<file path="config.mk">
export PLATFORM = sky130hd
export DESIGN_NAME = adc_monitor_sequencer
export DESIGN_NICKNAME = d
export VERILOG_FILES = /design/src/shared/adc_mon_pkg.sv /design/src/hw/adc_monitor_sequencer.sv /design/src/hw/cal_store.sv
export SDC_FILE = /design/constraint.sdc
export NUM_CORES = 1
export LEC_CHECK = 0
export BUFFER_PORTS_ARGS = -buffer_cell sky130_fd_sc_hd__buf_2
export CORE_UTILIZATION = 25
export DETAILED_ROUTE_END_ITERATION = 12
export GPL_TIMING_DRIVEN = 0
export PLACE_DENSITY = 0.46
export SLEW_MARGIN = 20
export SYNTH_ARGS = -nofsm -noshare
export SYNTH_HDL_FRONTEND = slang
export SYNTH_HIERARCHICAL = 1
export SYNTH_SLANG_ARGS = --single-unit
</file>
<file path="constraint.sdc">
create_clock -name aclk -period 5.68 [get_ports aclk]
set_clock_uncertainty 0.05 [all_clocks]
set_input_delay 1.136 -clock aclk [delete_from_list [all_inputs] [get_ports aclk]]
set_output_delay 1.136 -clock aclk [all_outputs]
set_load 0.02 [all_outputs]
</file>
<file path="src/shared/adc_mon_pkg.sv">
/*
 * shared constants for the monitoring converter sequencer: register map,
 * field positions, channel and source codes, sequencing time.
 * assumes a 40 MHz system clock and a 32-bit AXI4-Lite register bus.
 */
package adc_mon_pkg;

   // ------------------------------------------------------------------
   // timing
   // ------------------------------------------------------------------
   localparam int unsigned CLK_PERIOD_PS = 25000;  // 40 MHz
   localparam int unsigned TCONV_US      = 100;    // one full pass of five channels
   localparam int unsigned TCONV_CYCLES  = (TCONV_US * 1000000) / CLK_PERIOD_PS;

   // ------------------------------------------------------------------
   // channels, sources, sequencer states
   // ------------------------------------------------------------------
   localparam int unsigned NUM_CH = 5;
   typedef enum logic [2:0] {
      CH_TEMP   = 3'h0,
      CH_SUPPLY = 3'h1,
      CH_BIAS   = 3'h2,
      CH_TXP    = 3'h3,
      CH_RXP    = 3'h4
   } chan_e;

   localparam logic [2:0] AUX_SUPPLY_IN  = 3'h0;
   localparam logic [2:0] AUX_ANALOG_VDD = 3'h1;
   localparam logic [2:0] AUX_BIAS_OUT   = 3'h2;
   localparam logic [2:0] AUX_MOD_OUT    = 3'h3;
   localparam logic [2:0] AUX_LOOP_DAC   = 3'h4;  // first fine-step source
   localparam logic [2:0] AUX_MOD_DAC    = 3'h5;
   localparam logic [2:0] AUX_FAULT_DAC  = 3'h6;

   typedef enum logic [1:0] {
      ST_IDLE  = 2'h0,
      ST_START = 2'h1,
      ST_WAIT  = 2'h2
   } seq_state_e;

   // bias full scale: code 255 at 300 mV across the sense resistor
   localparam int unsigned BIAS_FULL_SCALE_MV   = 300;
   localparam logic [7:0]  BIAS_FULL_SCALE_CODE = 8'hff;

   // ------------------------------------------------------------------
   // register map (byte addresses)
   // ------------------------------------------------------------------
   localparam logic [7:0] REG_CONFIG   = 8'h00;
   localparam logic [7:0] REG_RESULT0  = 8'h04;  // temp, supply, bias, txp, rxp follow
   localparam logic [7:0] REG_READY    = 8'h18;
   localparam logic [7:0] REG_STATUS   = 8'h1c;
   localparam logic [7:0] REG_CAL_BASE = 8'h20;
   localparam int unsigned CAL_WORDS   = 9;     // 36 bytes of calibration constants

   localparam int unsigned CFG_MAKER_BIT  = 0;
   localparam int unsigned CFG_AUX_LSB    = 1;
   localparam int unsigned CFG_GAIN_BIT   = 4;
   localparam int unsigned CFG_REFPOL_BIT = 5;
   localparam logic [5:0]  CFG_RESET      = 6'h00;

   localparam logic [1:0] RESP_OKAY   = 2'h0;
   localparam logic [1:0] RESP_SLVERR = 2'h2;

endpackage : adc_mon_pkg

</file>
<file path="src/hw/adc_monitor_sequencer.sv">
/*
 * monitoring converter sequencer: steps one converter over five channels,
 * keeps 8-bit results, fresh flags and calibration constants behind an
 * AXI4-Lite slave. assumes an external converter that answers each
 * conv_start pulse with one conv_done pulse, well inside a pass interval.
 */
// Decided for this implementation: the AXI4-Lite slave port and the placing of the registers.
`timescale 1ns/1ps
`default_nettype none

// Notes on behaviour
// RULE1: channels are converted one at a time in a fixed order, never together.
// RULE2: a full pass over all five channels completes within one conversion interval.
// RULE3: only in maker mode may the supply slot measure another node, else it measures supply.
// RULE4: the three-bit source field picks supply, analog supply, bias, modulation or three DACs.
// RULE5: pin sources use a coarse step and DAC sources a fine step, flagged with the result.
// RULE6: temperature and supply results come out already calibrated in two-byte form; here they too are one code byte in the high byte with a zero low byte.
// RULE7: bias, transmit and receive results sit in the high byte with a zero low byte.
// RULE8: bias code 255 means 300 mV on the sense resistor, linear in between.
// RULE9: transmit sense is referred to ground or analog supply by the polarity bit.
// RULE10: the gain bit narrows the transmit channel to a quarter of the reference.
// RULE11: calibration slopes, offsets and coefficients are stored for the host to read back.
// RULE12: the host should program unity slope and zero offset for temperature and supply.
// RULE13: the host finds bias offset with the transmitter disabled and stores its negative.
// RULE14: the latest results stay readable and update as each conversion completes.
// RULE15: a read-only flag per parameter marks which results are fresh.
// RULE16: after the last channel the sequencer wraps to the first and keeps running; here it waits in ST_IDLE for the next interval expiry.
module adc_monitor_sequencer
   import adc_mon_pkg::*;
#(
   parameter int unsigned CONV_INTERVAL = adc_mon_pkg::TCONV_CYCLES
) (
   input  wire logic                    aclk,
   input  wire logic                    aresetn,
   input  wire logic [7:0]              awaddr,
   input  wire logic                    awvalid,
   output logic                         awready,
   input  wire logic [31:0]             wdata,
   input  wire logic [3:0]              wstrb,
   input  wire logic                    wvalid,
   output logic                         wready,
   output logic [1:0]                   bresp,
   output logic                         bvalid,
   input  wire logic                    bready,
   input  wire logic [7:0]              araddr,
   input  wire logic                    arvalid,
   output logic                         arready,
   output logic [31:0]                  rdata,
   output logic [1:0]                   rresp,
   output logic                         rvalid,
   input  wire logic                    rready,
   output logic                         conv_start,
   output adc_mon_pkg::chan_e           conv_channel,
   output logic [2:0]                   aux_source_select,
   output logic                         tx_gain,
   output logic                         bias_reference_polarity,
   input  wire logic                    conv_done,
   input  wire logic [7:0]              conv_data
);

   import adc_mon_pkg::*;

   // ------------------------------------------------------------------
   // declarations
   // ------------------------------------------------------------------
   logic        awready_q, wready_q, bvalid_q, arready_q, rvalid_q, rd_stage_q;
   logic        aw_hold_q, w_hold_q;
   logic [7:0]  wr_addr_q, rd_addr_q;
   logic [31:0] wr_data_q, rdata_q, cal_rdata;
   logic [3:0]  wr_strb_q;
   logic [1:0]  bresp_q, rresp_q;
   logic [5:0]  cfg_q;
   logic [7:0]  result_q [NUM_CH];
   logic [NUM_CH-1:0] ready_q;
   logic        supply_fine_q;
   seq_state_e  state_q;
   chan_e       chan_q;
   logic [15:0] interval_q;
   logic        conv_start_q, tx_gain_q, refpol_q;
   logic [2:0]  aux_q;
   logic        wr_fire, rd_take, store, pass_go, rd_cal, wr_cal;
   logic [5:0]  rd_idx, wr_idx;
   logic [3:0]  cal_raddr, cal_waddr;

   assign wr_fire  = aw_hold_q && w_hold_q && !bvalid_q;
   assign rd_take  = arvalid && arready_q;
   assign store    = (state_q == ST_WAIT) && conv_done && !conv_start_q;
   assign pass_go  = (interval_q == 16'h0000);
   assign rd_idx   = araddr[7:2];
   assign wr_idx   = wr_addr_q[7:2];
   assign rd_cal   = (araddr >= REG_CAL_BASE) && (rd_idx < 6'(REG_CAL_BASE[7:2] + CAL_WORDS));
   assign wr_cal   = (wr_addr_q >= REG_CAL_BASE) && (wr_idx < 6'(REG_CAL_BASE[7:2] + CAL_WORDS));
   assign cal_raddr = 4'(rd_idx - REG_CAL_BASE[7:2]);
   assign cal_waddr = 4'(wr_idx - REG_CAL_BASE[7:2]);

   // ------------------------------------------------------------------
   // write channel
   // ------------------------------------------------------------------
   // address and data are held independently; the write lands once both are in
   always_ff @(posedge aclk) begin
      if (!aresetn) begin
         awready_q <= 1'b1;
         wready_q  <= 1'b1;
         aw_hold_q <= 1'b0;
         w_hold_q  <= 1'b0;
         bvalid_q  <= 1'b0;
         bresp_q   <= RESP_OKAY;
         wr_addr_q <= 8'h00;
         wr_data_q <= 32'h0000_0000;
         wr_strb_q <= 4'h0;
      end else begin
         if (awvalid && awready_q) begin
            awready_q <= 1'b0;
            aw_hold_q <= 1'b1;
            wr_addr_q <= awaddr;
         end
         if (wvalid && wready_q) begin
            wready_q  <= 1'b0;
            w_hold_q  <= 1'b1;
            wr_data_q <= wdata;
            wr_strb_q <= wstrb;
         end
         if (wr_fire) begin
            aw_hold_q <= 1'b0;
            w_hold_q  <= 1'b0;
            bvalid_q  <= 1'b1;
            bresp_q   <= (wr_addr_q == REG_CONFIG || wr_cal) ? RESP_OKAY : RESP_SLVERR;
         end
         if (bvalid_q && bready) begin
            bvalid_q  <= 1'b0;
            awready_q <= 1'b1;  // one write at a time keeps ordering trivial
            wready_q  <= 1'b1;
         end
      end
   end

   // configuration byte, low byte lane only
   always_ff @(posedge aclk) begin
      if (!aresetn) begin
         cfg_q <= CFG_RESET;
      end else if (wr_fire && wr_addr_q == REG_CONFIG && wr_strb_q[0]) begin
         cfg_q <= wr_data_q[5:0];
      end
   end

   // calibration constants kept for host read-back
   cal_store #(.WIDTH(32), .DEPTH(CAL_WORDS), .AW(4)) u_cal (  // RULE11
      .aclk    (aclk),
      .we      (wr_fire && wr_cal),
      .wstrb   (wr_strb_q),
      .waddr   (cal_waddr),
      .wdata   (wr_data_q),
      .raddr   (cal_raddr),
      .rdata_q (cal_rdata)
   );

   // ------------------------------------------------------------------
   // read channel
   // ------------------------------------------------------------------
   // two-stage read so that calibration data come from the store's register
   always_ff @(posedge aclk) begin
      if (!aresetn) begin
         arready_q  <= 1'b1;
         rd_stage_q <= 1'b0;
         rvalid_q   <= 1'b0;
         rdata_q    <= 32'h0000_0000;
         rresp_q    <= RESP_OKAY;
         rd_addr_q  <= 8'h00;
      end else begin
         rd_stage_q <= rd_take;
         if (rd_take) begin
            arready_q <= 1'b0;
            rd_addr_q <= rd_cal ? REG_CAL_BASE : araddr;
         end
         if (rd_stage_q) begin
            rvalid_q <= 1'b1;
            rresp_q  <= RESP_OKAY;
            rdata_q  <= 32'h0000_0000;
            if (rd_addr_q == REG_CONFIG) begin
               rdata_q <= {26'h0, cfg_q};
            end else if (rd_addr_q >= REG_RESULT0 && rd_addr_q < REG_READY) begin
               // high byte carries the code, low byte is zero for every channel
               rdata_q <= {16'h0, result_q[3'(rd_addr_q[7:2] - 6'h01)], 8'h00};  // RULE6 RULE7
            end else if (rd_addr_q == REG_READY) begin
               rdata_q <= {27'h0, ready_q};  // RULE15
            end else if (rd_addr_q == REG_STATUS) begin
               rdata_q <= {25'h0, supply_fine_q, aux_q, state_q, chan_q == CH_RXP};  // RULE5
            end else if (rd_addr_q == REG_CAL_BASE) begin
               rdata_q <= cal_rdata;
            end else begin
               rresp_q <= RESP_SLVERR;
            end
         end
         if (rvalid_q && rready) begin
            rvalid_q  <= 1'b0;
            arready_q <= 1'b1;
         end
      end
   end

   // ------------------------------------------------------------------
   // pass timer and sequencer
   // ------------------------------------------------------------------
   // free-running interval; an expiry while the sequencer is in ST_IDLE launches one full pass
   always_ff @(posedge aclk) begin
      if (!aresetn) begin
         interval_q <= 16'h0000;
      end else if (pass_go) begin
         interval_q <= 16'(CONV_INTERVAL - 1);  // RULE2
      end else begin
         interval_q <= interval_q - 16'h0001;
      end
   end

   // one conversion outstanding at a time, channels in fixed order
   always_ff @(posedge aclk) begin
      if (!aresetn) begin
         state_q      <= ST_IDLE;
         chan_q       <= CH_TEMP;
         conv_start_q <= 1'b0;
      end else begin
         conv_start_q <= (state_q == ST_START);  // RULE1
         case (state_q)
            ST_IDLE: begin
               if (pass_go) begin
                  state_q <= ST_START;
                  chan_q  <= CH_TEMP;
               end
            end
            ST_START: begin
               state_q <= ST_WAIT;
            end
            ST_WAIT: begin
               if (store) begin
                  if (chan_q == CH_RXP) begin
                     state_q <= ST_IDLE;  // RULE16
                     chan_q  <= CH_TEMP;  // RULE16
                  end else begin
                     state_q <= ST_START;
                     chan_q  <= chan_e'(chan_q + 3'h1);  // RULE1
                  end
               end
            end
            default: begin
               state_q <= ST_IDLE;
            end
         endcase
      end
   end

   // analog steering, registered from the configuration on every edge
   always_ff @(posedge aclk) begin
      if (!aresetn) begin
         aux_q     <= AUX_SUPPLY_IN;
         tx_gain_q <= 1'b0;
         refpol_q  <= 1'b0;
      end else begin
         // without maker mode the slot is forced back to the supply input
         aux_q     <= cfg_q[CFG_MAKER_BIT] ? cfg_q[CFG_AUX_LSB +: 3] : AUX_SUPPLY_IN;  // RULE3 RULE4
         tx_gain_q <= cfg_q[CFG_GAIN_BIT];    // RULE10
         refpol_q  <= cfg_q[CFG_REFPOL_BIT];  // RULE9
      end
   end

   // ------------------------------------------------------------------
   // results and fresh flags
   // ------------------------------------------------------------------
   // bias code is ratiometric: full code 255 at the 300 mV full scale
   always_ff @(posedge aclk) begin
      if (!aresetn) begin
         for (int i = 0; i < NUM_CH; i++) begin
            result_q[i] <= 8'h00;
         end
         supply_fine_q <= 1'b0;
      end else if (store) begin
         result_q[chan_q] <= conv_data;  // RULE14 RULE8
         if (chan_q == CH_SUPPLY) begin
            supply_fine_q <= (aux_q >= AUX_LOOP_DAC);  // RULE5
         end
      end
   end

   // a read of a result clears its flag; a store in the same cycle wins
   always_ff @(posedge aclk) begin
      if (!aresetn) begin
         ready_q <= '0;
      end else begin
         for (int i = 0; i < NUM_CH; i++) begin
            if (store && chan_q == chan_e'(i)) begin
               ready_q[i] <= 1'b1;  // RULE15
            end else if (rd_stage_q && rd_addr_q == 8'(REG_RESULT0 + 4 * i)) begin
               ready_q[i] <= 1'b0;
            end
         end
      end
   end

   // ------------------------------------------------------------------
   // outputs
   // ------------------------------------------------------------------
   assign awready = awready_q;
   assign wready  = wready_q;
   assign bvalid  = bvalid_q;
   assign bresp   = bresp_q;
   assign arready = arready_q;
   assign rvalid  = rvalid_q;
   assign rdata   = rdata_q;
   assign rresp   = rresp_q;
   assign conv_start   = conv_start_q;
   assign conv_channel = chan_q;
   assign aux_source_select       = aux_q;
   assign tx_gain                 = tx_gain_q;
   assign bias_reference_polarity = refpol_q;
endmodule : adc_monitor_sequencer

`default_nettype wire

</file>
<file path="src/hw/cal_store.sv">
/*
 * word store for calibration constants, byte-writable, registered read.
 * assumes a single clock; read data appear one edge after the address.
 */
`timescale 1ns/1ps
`default_nettype none

module cal_store #(
   parameter int unsigned WIDTH = 32,
   parameter int unsigned DEPTH = 9,
   parameter int unsigned AW    = 4
) (
   input  wire logic               aclk,
   input  wire logic               we,
   input  wire logic [WIDTH/8-1:0] wstrb,
   input  wire logic [AW-1:0]      waddr,
   input  wire logic [WIDTH-1:0]   wdata,
   input  wire logic [AW-1:0]      raddr,
   output var  logic [WIDTH-1:0]   rdata_q
);

   logic [WIDTH-1:0] mem_q [DEPTH];

   // ------------------------------------------------------------------
   // byte lanes
   // ------------------------------------------------------------------
   // one lane per byte so partial writes keep the other constants;
   // a single process keeps the array to one driver
   always_ff @(posedge aclk) begin
      for (int b = 0; b < WIDTH / 8; b++) begin
         if (we && wstrb[b]) begin
            mem_q[waddr][8*b +: 8] <= wdata[8*b +: 8];
         end
      end
   end

   // registered read port
   always_ff @(posedge aclk) begin
      rdata_q <= mem_q[raddr];
   end

endmodule : cal_store

`default_nettype wire

</file>
==> results of run 1 <==
==> path summary, 6_finish.rpt <==
| path | startpoint | endpoint | slack (ps) |
|---|---|---|---|
| worst min-delay path | u_cal/mem_q[8][30]$_DFFE_PP_ | u_cal/rdata_q[30]$_DFF_P_ | 410 |
| worst max-delay path | rd_addr_q[2]$_SDFFE_PN0P_ | rdata[14]$_SDFFE_PN0P_ | 1540 |
| worst min register to register | u_cal/mem_q[8][30]$_DFFE_PP_ | u_cal/rdata_q[30]$_DFF_P_ | 410 |
| worst max register to register | rd_addr_q[2]$_SDFFE_PN0P_ | rdata[14]$_SDFFE_PN0P_ | 1540 |
==> layout make-up <==
cell class	count	area (um^2)	share of cell area
sequential	517	13900	0.581
tap	1050	1310	0.0551
antenna	1	2.50	0.000105
inverter	16	60.1	0.00252
timing repair buffer	115	576	0.0241
buffer	76	445	0.0187
clock buffer	86	1630	0.0681
multi-input combinational	828	5870	0.246
clock inverter	14	90.1	0.00378
==> cell families (layout without fill, tap and decap cells) <==
logic type / count (synthesis) / count (layout) / share of synthesized area
DFF: 517 / 517 / 0.685
xor gates and xnor gates: 14 / 14 / 0.00606
other: 1 / 3 / 0.000185
and+or+nand+nor: 397 / 397 / 0.0949
adders and majority gates: 12 / 12 / 0.00742
AOI/OAI and AO/OA: 250 / 250 / 0.0916
muxes: 153 / 153 / 0.0896
buffers and inverters: 92 / 307 / 0.0248
==> layout by cell type (no fill, tap or decap), drive strengths merged, types with 8 or more instances in the layout <==
master	count
dfxtp	165
o31ai	32
o21ai	16
inv	16
o22ai	32
mux2i	71
nor3	19
buf	145
nor2	97
mux2	66
ha	12
clkbuf	132
a211oi	8
and2	47
a22o	39
a22oi	20
edfxtp	352
nand2b	8
xnor2	8
nand2	153
clkinv	13
nand3	17
mux4	16
nor2b	20
a21oi	70
==> metal layers <==
metal | part of all wire | up-vias | wire, um | track usage
met2 | 0.48 | 268 | 27900 | 0.235
met5 | 0.0012 | - | 68 | 0
li1 | - | 5720 | - | -
met4 | 0.023 | 12 | 1320 | 0.0386
met3 | 0.047 | 87 | 2710 | 0.0250
met1 | 0.45 | 6103 | 26000 | 0.184
==> per-stage QoR <==
| stage | cell area (um^2) | std cells | power (mW) |
|---|---|---|---|
| after floorplan | 20200 | 1437 | 4.81 |
| after global placement | 22100 | 2602 | 5.08 |
| after detailed placement | 22100 | 2602 | 5.10 |
| after CTS | 23900 | 2702 | 8.53 |
| after global routing | 23900 | 2703 | 8.73 |
| final | 23900 | 2703 | 8.42 |
==> state kept, by name (all words and copies together) (netlist names), 4 cells and up <==
register	count
cfg_q	6
u_cal/rdata_q	32
rd_addr_q	8
u_cal/mem_q	288
wr_strb_q	4
interval_q	16
result_q	64
wr_data_q	32
rdata	32
wr_addr_q	8
ready_q	5
==> power breakdown <==
group          switching, mW  internal (mW)  total (mW)
Sequential             0.122           4.13        4.25
Clock                   1.42           1.99        3.41
Combinational          0.450          0.302       0.753
==> synthesized netlist by cell type (all sizes together) (2+ instances only) <==
cell and count:
a2111oi 7, a211oi 8, a21oi 70, a221o 7, a22o 39, a22oi 20
a31oi 7, and2 47, and3 5, buf 30, clkbuf 46, dfxtp 165
edfxtp 352, ha 12, inv 15, mux2 66, mux2i 71, mux4 16
nand2 153, nand2b 8, nand3 17, nand3b 5, nand4 3, nor2 97
nor2b 20, nor3 19, nor4 7, nor4b 3, o211ai 6, o21a 2
o21ai 16, o22ai 32, o31ai 32, or3 5, or4 2, xnor2 8
xor2 6
==> worst max-delay path: stages (launching register included) <==
cell and delay, ps:
dfxtp_1 380, buf_2 350, buf_2 420, inv_1 150, ha_1 310, clkbuf_1 450, clkbuf_1 580, mux4_2 460
nor2b_1 160, a2111oi_0 580, nor3_1 80
==> reports/qor.yml, run 1 <==
clocking:
  clk-insertion-delay-late_ps: 590
  cts_tree: "yes"
  post_cts_resized: 0
  htreeDepth: 2
  cts_root_buf: "clkbuf_16"
  tritoncts.num_buffers: 53
  clock_sinks: 517
  cts_buffer_depth: 3
  ctsHoldBuffers: 0
  clk_pin_slew_ps: 60
  cts_setup_buffers: 0
timing:
  slew_headroom: 0.293
  worstMarginPinSlew_ps: 1060
  finalWorstSetupSlack_ps: 1540
  slew_violations: 0
  setup_viol: 0
  hold_viol_final: 0
  rsz0062_at_grt: "no"
  fmax_mhz: 242
  fin_crit_sh: 0.728
  hold_ws_ps: 408
  min_period_ps: 4140
  finalSetupTns_ps: 0
power:
  p_leak_nw: 8.08
  vdd_drop_max_v: 0.000196
  p_per_area_nw_per_um2: 353
critical_path:
  reg2regPathDepth: 10
  critPathCaptureType: "register"
  crit_type: "reg -> reg"
  critPathLaunchType: "register"
  arrival_ps: 4520
  required_ps: 6070
  path_max_fanout: 10
placement:
  post-dp-hpwl_um: 41000
  io_buffers: 115
  pre_cts_ws_ps: 1540
  place_congestion: 0.805
logic_synthesis:
  synth_cells: 1436
  yosysSeqAreaShare: 0.685
  syn_area_per_cell_um2: 14.1
  synth_top_area_share: 0.522
  yosysWarnings: 6
  synth-edff-count: 352
  synth-async-reset-ratio: 0
  synth_area_leaders: "edfxtp_1 52%, dfxtp_1 16%, mux2_2 3.6%, mux2i_1 3.5%, nand2_1 2.8%"
  ys_ff_latch: 517
  netlist_area_um2: 20200
  synth.distinct_cells: 61
  synth-main-ff-cell: "edfxtp_1"
  yosys.area.top_type: "edfxtp_1"
floorplanning:
  initial_utilization: 0.255
  row_count: 103
  ios: 118
  die_x_um: 287
  placeableCoreArea_um2: 79500
  die_area_um2: 82100
  fp.dieH_um: 287
global_routing:
  grt_usage: 0.140
  grt_max_degree: 15
  overflow: 0
  grt_pass1_wl_um: 83800
  antenna_found_initial: 9
  grt_pass1_vias: 12400
worst_hold_path:
  hold_class: "reg -> reg"
  holdPathStages: 2
route:
  ant_nets: 0
  via_per_inst: 4.51
  drt_iter0_drc: 747
  avgRoutedWirePerCell_um: 21.5
  firstDrtPassIters: 5
  drc: 0
  wirelength_um: 58000
  num_vias: 12200
flow_run:
  cap_violations: 0
outcome:
  status: "finished, final reports clean"
finish:
  drive_above_1_share: 0.208
  synthToLayoutAreaGrowth_pct: 17.9
  nets: 1687
  fillCellCount: 7951
  utilization: 0.300
Power figures use the tool's default switching activity.
==> inputs of run 2 (changes only) <==
- PLACE_DENSITY: 0.46 -> 0.48
- clock period: 5.68 -> 3.4 ns (I/O delays scaled with it)
==> reports/qor.yml, run 2 (synthesis gave the netlist of run 1 again) <==
clocking:
  ctsHoldBuffers: 0
  clock_sinks: 517
  clk_pin_slew_ps: 60
  cts_buffer_depth: 3
  cts_setup_buffers: 0
  cts_root_buf: "clkbuf_16"
  cts_tree: "yes"
  tritoncts.num_buffers: 54
  htreeDepth: 2
  clk-insertion-delay-late_ps: 610
finish:
  top_regs: "u_cal/mem_q (288), result_q (64)"
  final_cells: 2705
  fin_area_um2: 23900
  largest_register_ffs: 288
  nets: 1687
  drive_above_1_share: 0.215
  utilization: 0.301
  layout_common_cells: "352 x edfxtp_1, 165 x dfxtp_1, 153 x nand2_1"
  synthToLayoutAreaGrowth_pct: 18.3
  final_common_cell: "edfxtp_1"
  top_register: "u_cal/mem_q"
outcome:
  status: "finished, final reports clean"
timing:
  fin_crit_sh: 0.912
  setup_viol: 0
  rsz0062_at_grt: "no"
  min_period_ps: 3100
  hold_viol_final: 0
  finalWorstSetupSlack_ps: 300
  hold_ws_ps: 233
  fmax_mhz: 323
  finalSetupTns_ps: 0
  slew_violations: 0
  worstMarginPinSlew_ps: 1140
  slew_headroom: 0.238
critical_path:
  max_stage_delay_ps: 900
  critPathLaunchType: "register"
  cp_slowest_cell: "nor2_1"
  required_ps: 3570
  arrival_ps: 3270
  path_max_fanout: 9
  crit_type: "reg -> reg"
  path_cells: "nor4_1, mux2i_1, nor3_2, nand2_1, nor2_1"
  critPathCaptureType: "register"
route:
  num_vias: 12200
  avgRoutedWirePerCell_um: 21.3
  ant_nets: 0
  maxUsedRoutingLayer: "met4"
  wirelength_um: 57500
  drt_iter0_drc: 911
  wl_met3_um: 2840
  routedLengthMet1_um: 26100
  wl_met2_um: 27400
  drc: 0
  firstDrtPassIters: 6
  via_per_inst: 4.52
global_routing:
  grt_pass1_wl_um: 83000
  grt_usage: 0.138
  antenna_found_initial: 0
  overflow: 0
  grt_pass1_vias: 12100
  grt_max_degree: 15
placement:
  post_dp_cell_area_um2: 22100
  pre_cts_ws_ps: -491
  place_congestion: 0.812
  post-dp-hpwl_um: 40500
  io_buffers: 115
  placed_cells: 2602
flow_run:
  cap_violations: 0
floorplanning:
  initial_utilization: 0.255
  placeableCoreArea_um2: 79500
  row_count: 103
  fp.dieH_um: 287
  die_x_um: 287
  die_area_um2: 82100
  ios: 118
power:
  vdd_drop_max_v: 0.000381
  p_leak_nw: 8.10
  power.total_mw: 14.3
  p_per_area_nw_per_um2: 597
worst_hold_path:
  hold_class: "in -> reg"
## run 2: changes by cell type in the layout (fill, tap and decap cells not counted), sizes merged
cell,change
bufinv,+3
diode,+1
clkinv,+4
clkbuf,-11
inv,+2
clkinvlp,+3
## run 2: metal layers
layer | track usage | up-vias
li1 | - | 5722
met1 | 0.188 | 6121
met2 | 0.228 | 313
met3 | 0.0211 | 75
met4 | 0.0365 | 0
met5 | 0 | -
## run 2: worst max-delay path, delay by kind of cell, from the launching register on
| family | cells | cell delay (ps) |
|---|---|---|
| flip-flops | 1 | 400 |
| multiplexers | 1 | 180 |
| AND/OR/NAND/NOR | 4 | 2090 |
## run 2: where the power goes
group | switching [mW] | total [mW] | internal, mW
combinational | 0.756 | 1.26 | 0.505
sequential | 0.207 | 7.11 | 6.90
clock | 2.47 | 5.92 | 3.45
## run 2: area by class of cell
cell class                      instances  area [um^2]
Fill cell                            7982        55600
Sequential cell                       517        13900
Multi-Input combinational cell        828         5890
Clock buffer                           76         1530
Tap cell                             1050         1310
Timing Repair Buffer                  115          576
Buffer                                 75          445
Clock inverter                         26          251
Inverter                               16         60.1
Antenna cell                            2         5.00
## run 2: timing repair
item                       in CTS  in global routing
resized for setup               3                  6
hold endpoints to repair        0                  0
setup endpoints to repair      33                284
## run 2: final timing paths
path                                start                      endpoint  slack, ps  cells past startpoint
max             wr_addr_q[2]$_SDFFE_PN0P_  u_cal/mem_q[0][19]$_DFFE_PP_        300                      5
min                                wvalid           wready$_SDFFE_PP1P_        230                      2
max reg2reg     wr_addr_q[2]$_SDFFE_PN0P_  u_cal/mem_q[0][19]$_DFFE_PP_        300                      5
min reg2reg  u_cal/mem_q[8][23]$_DFFE_PP_     u_cal/rdata_q[23]$_DFF_P_        410                      2
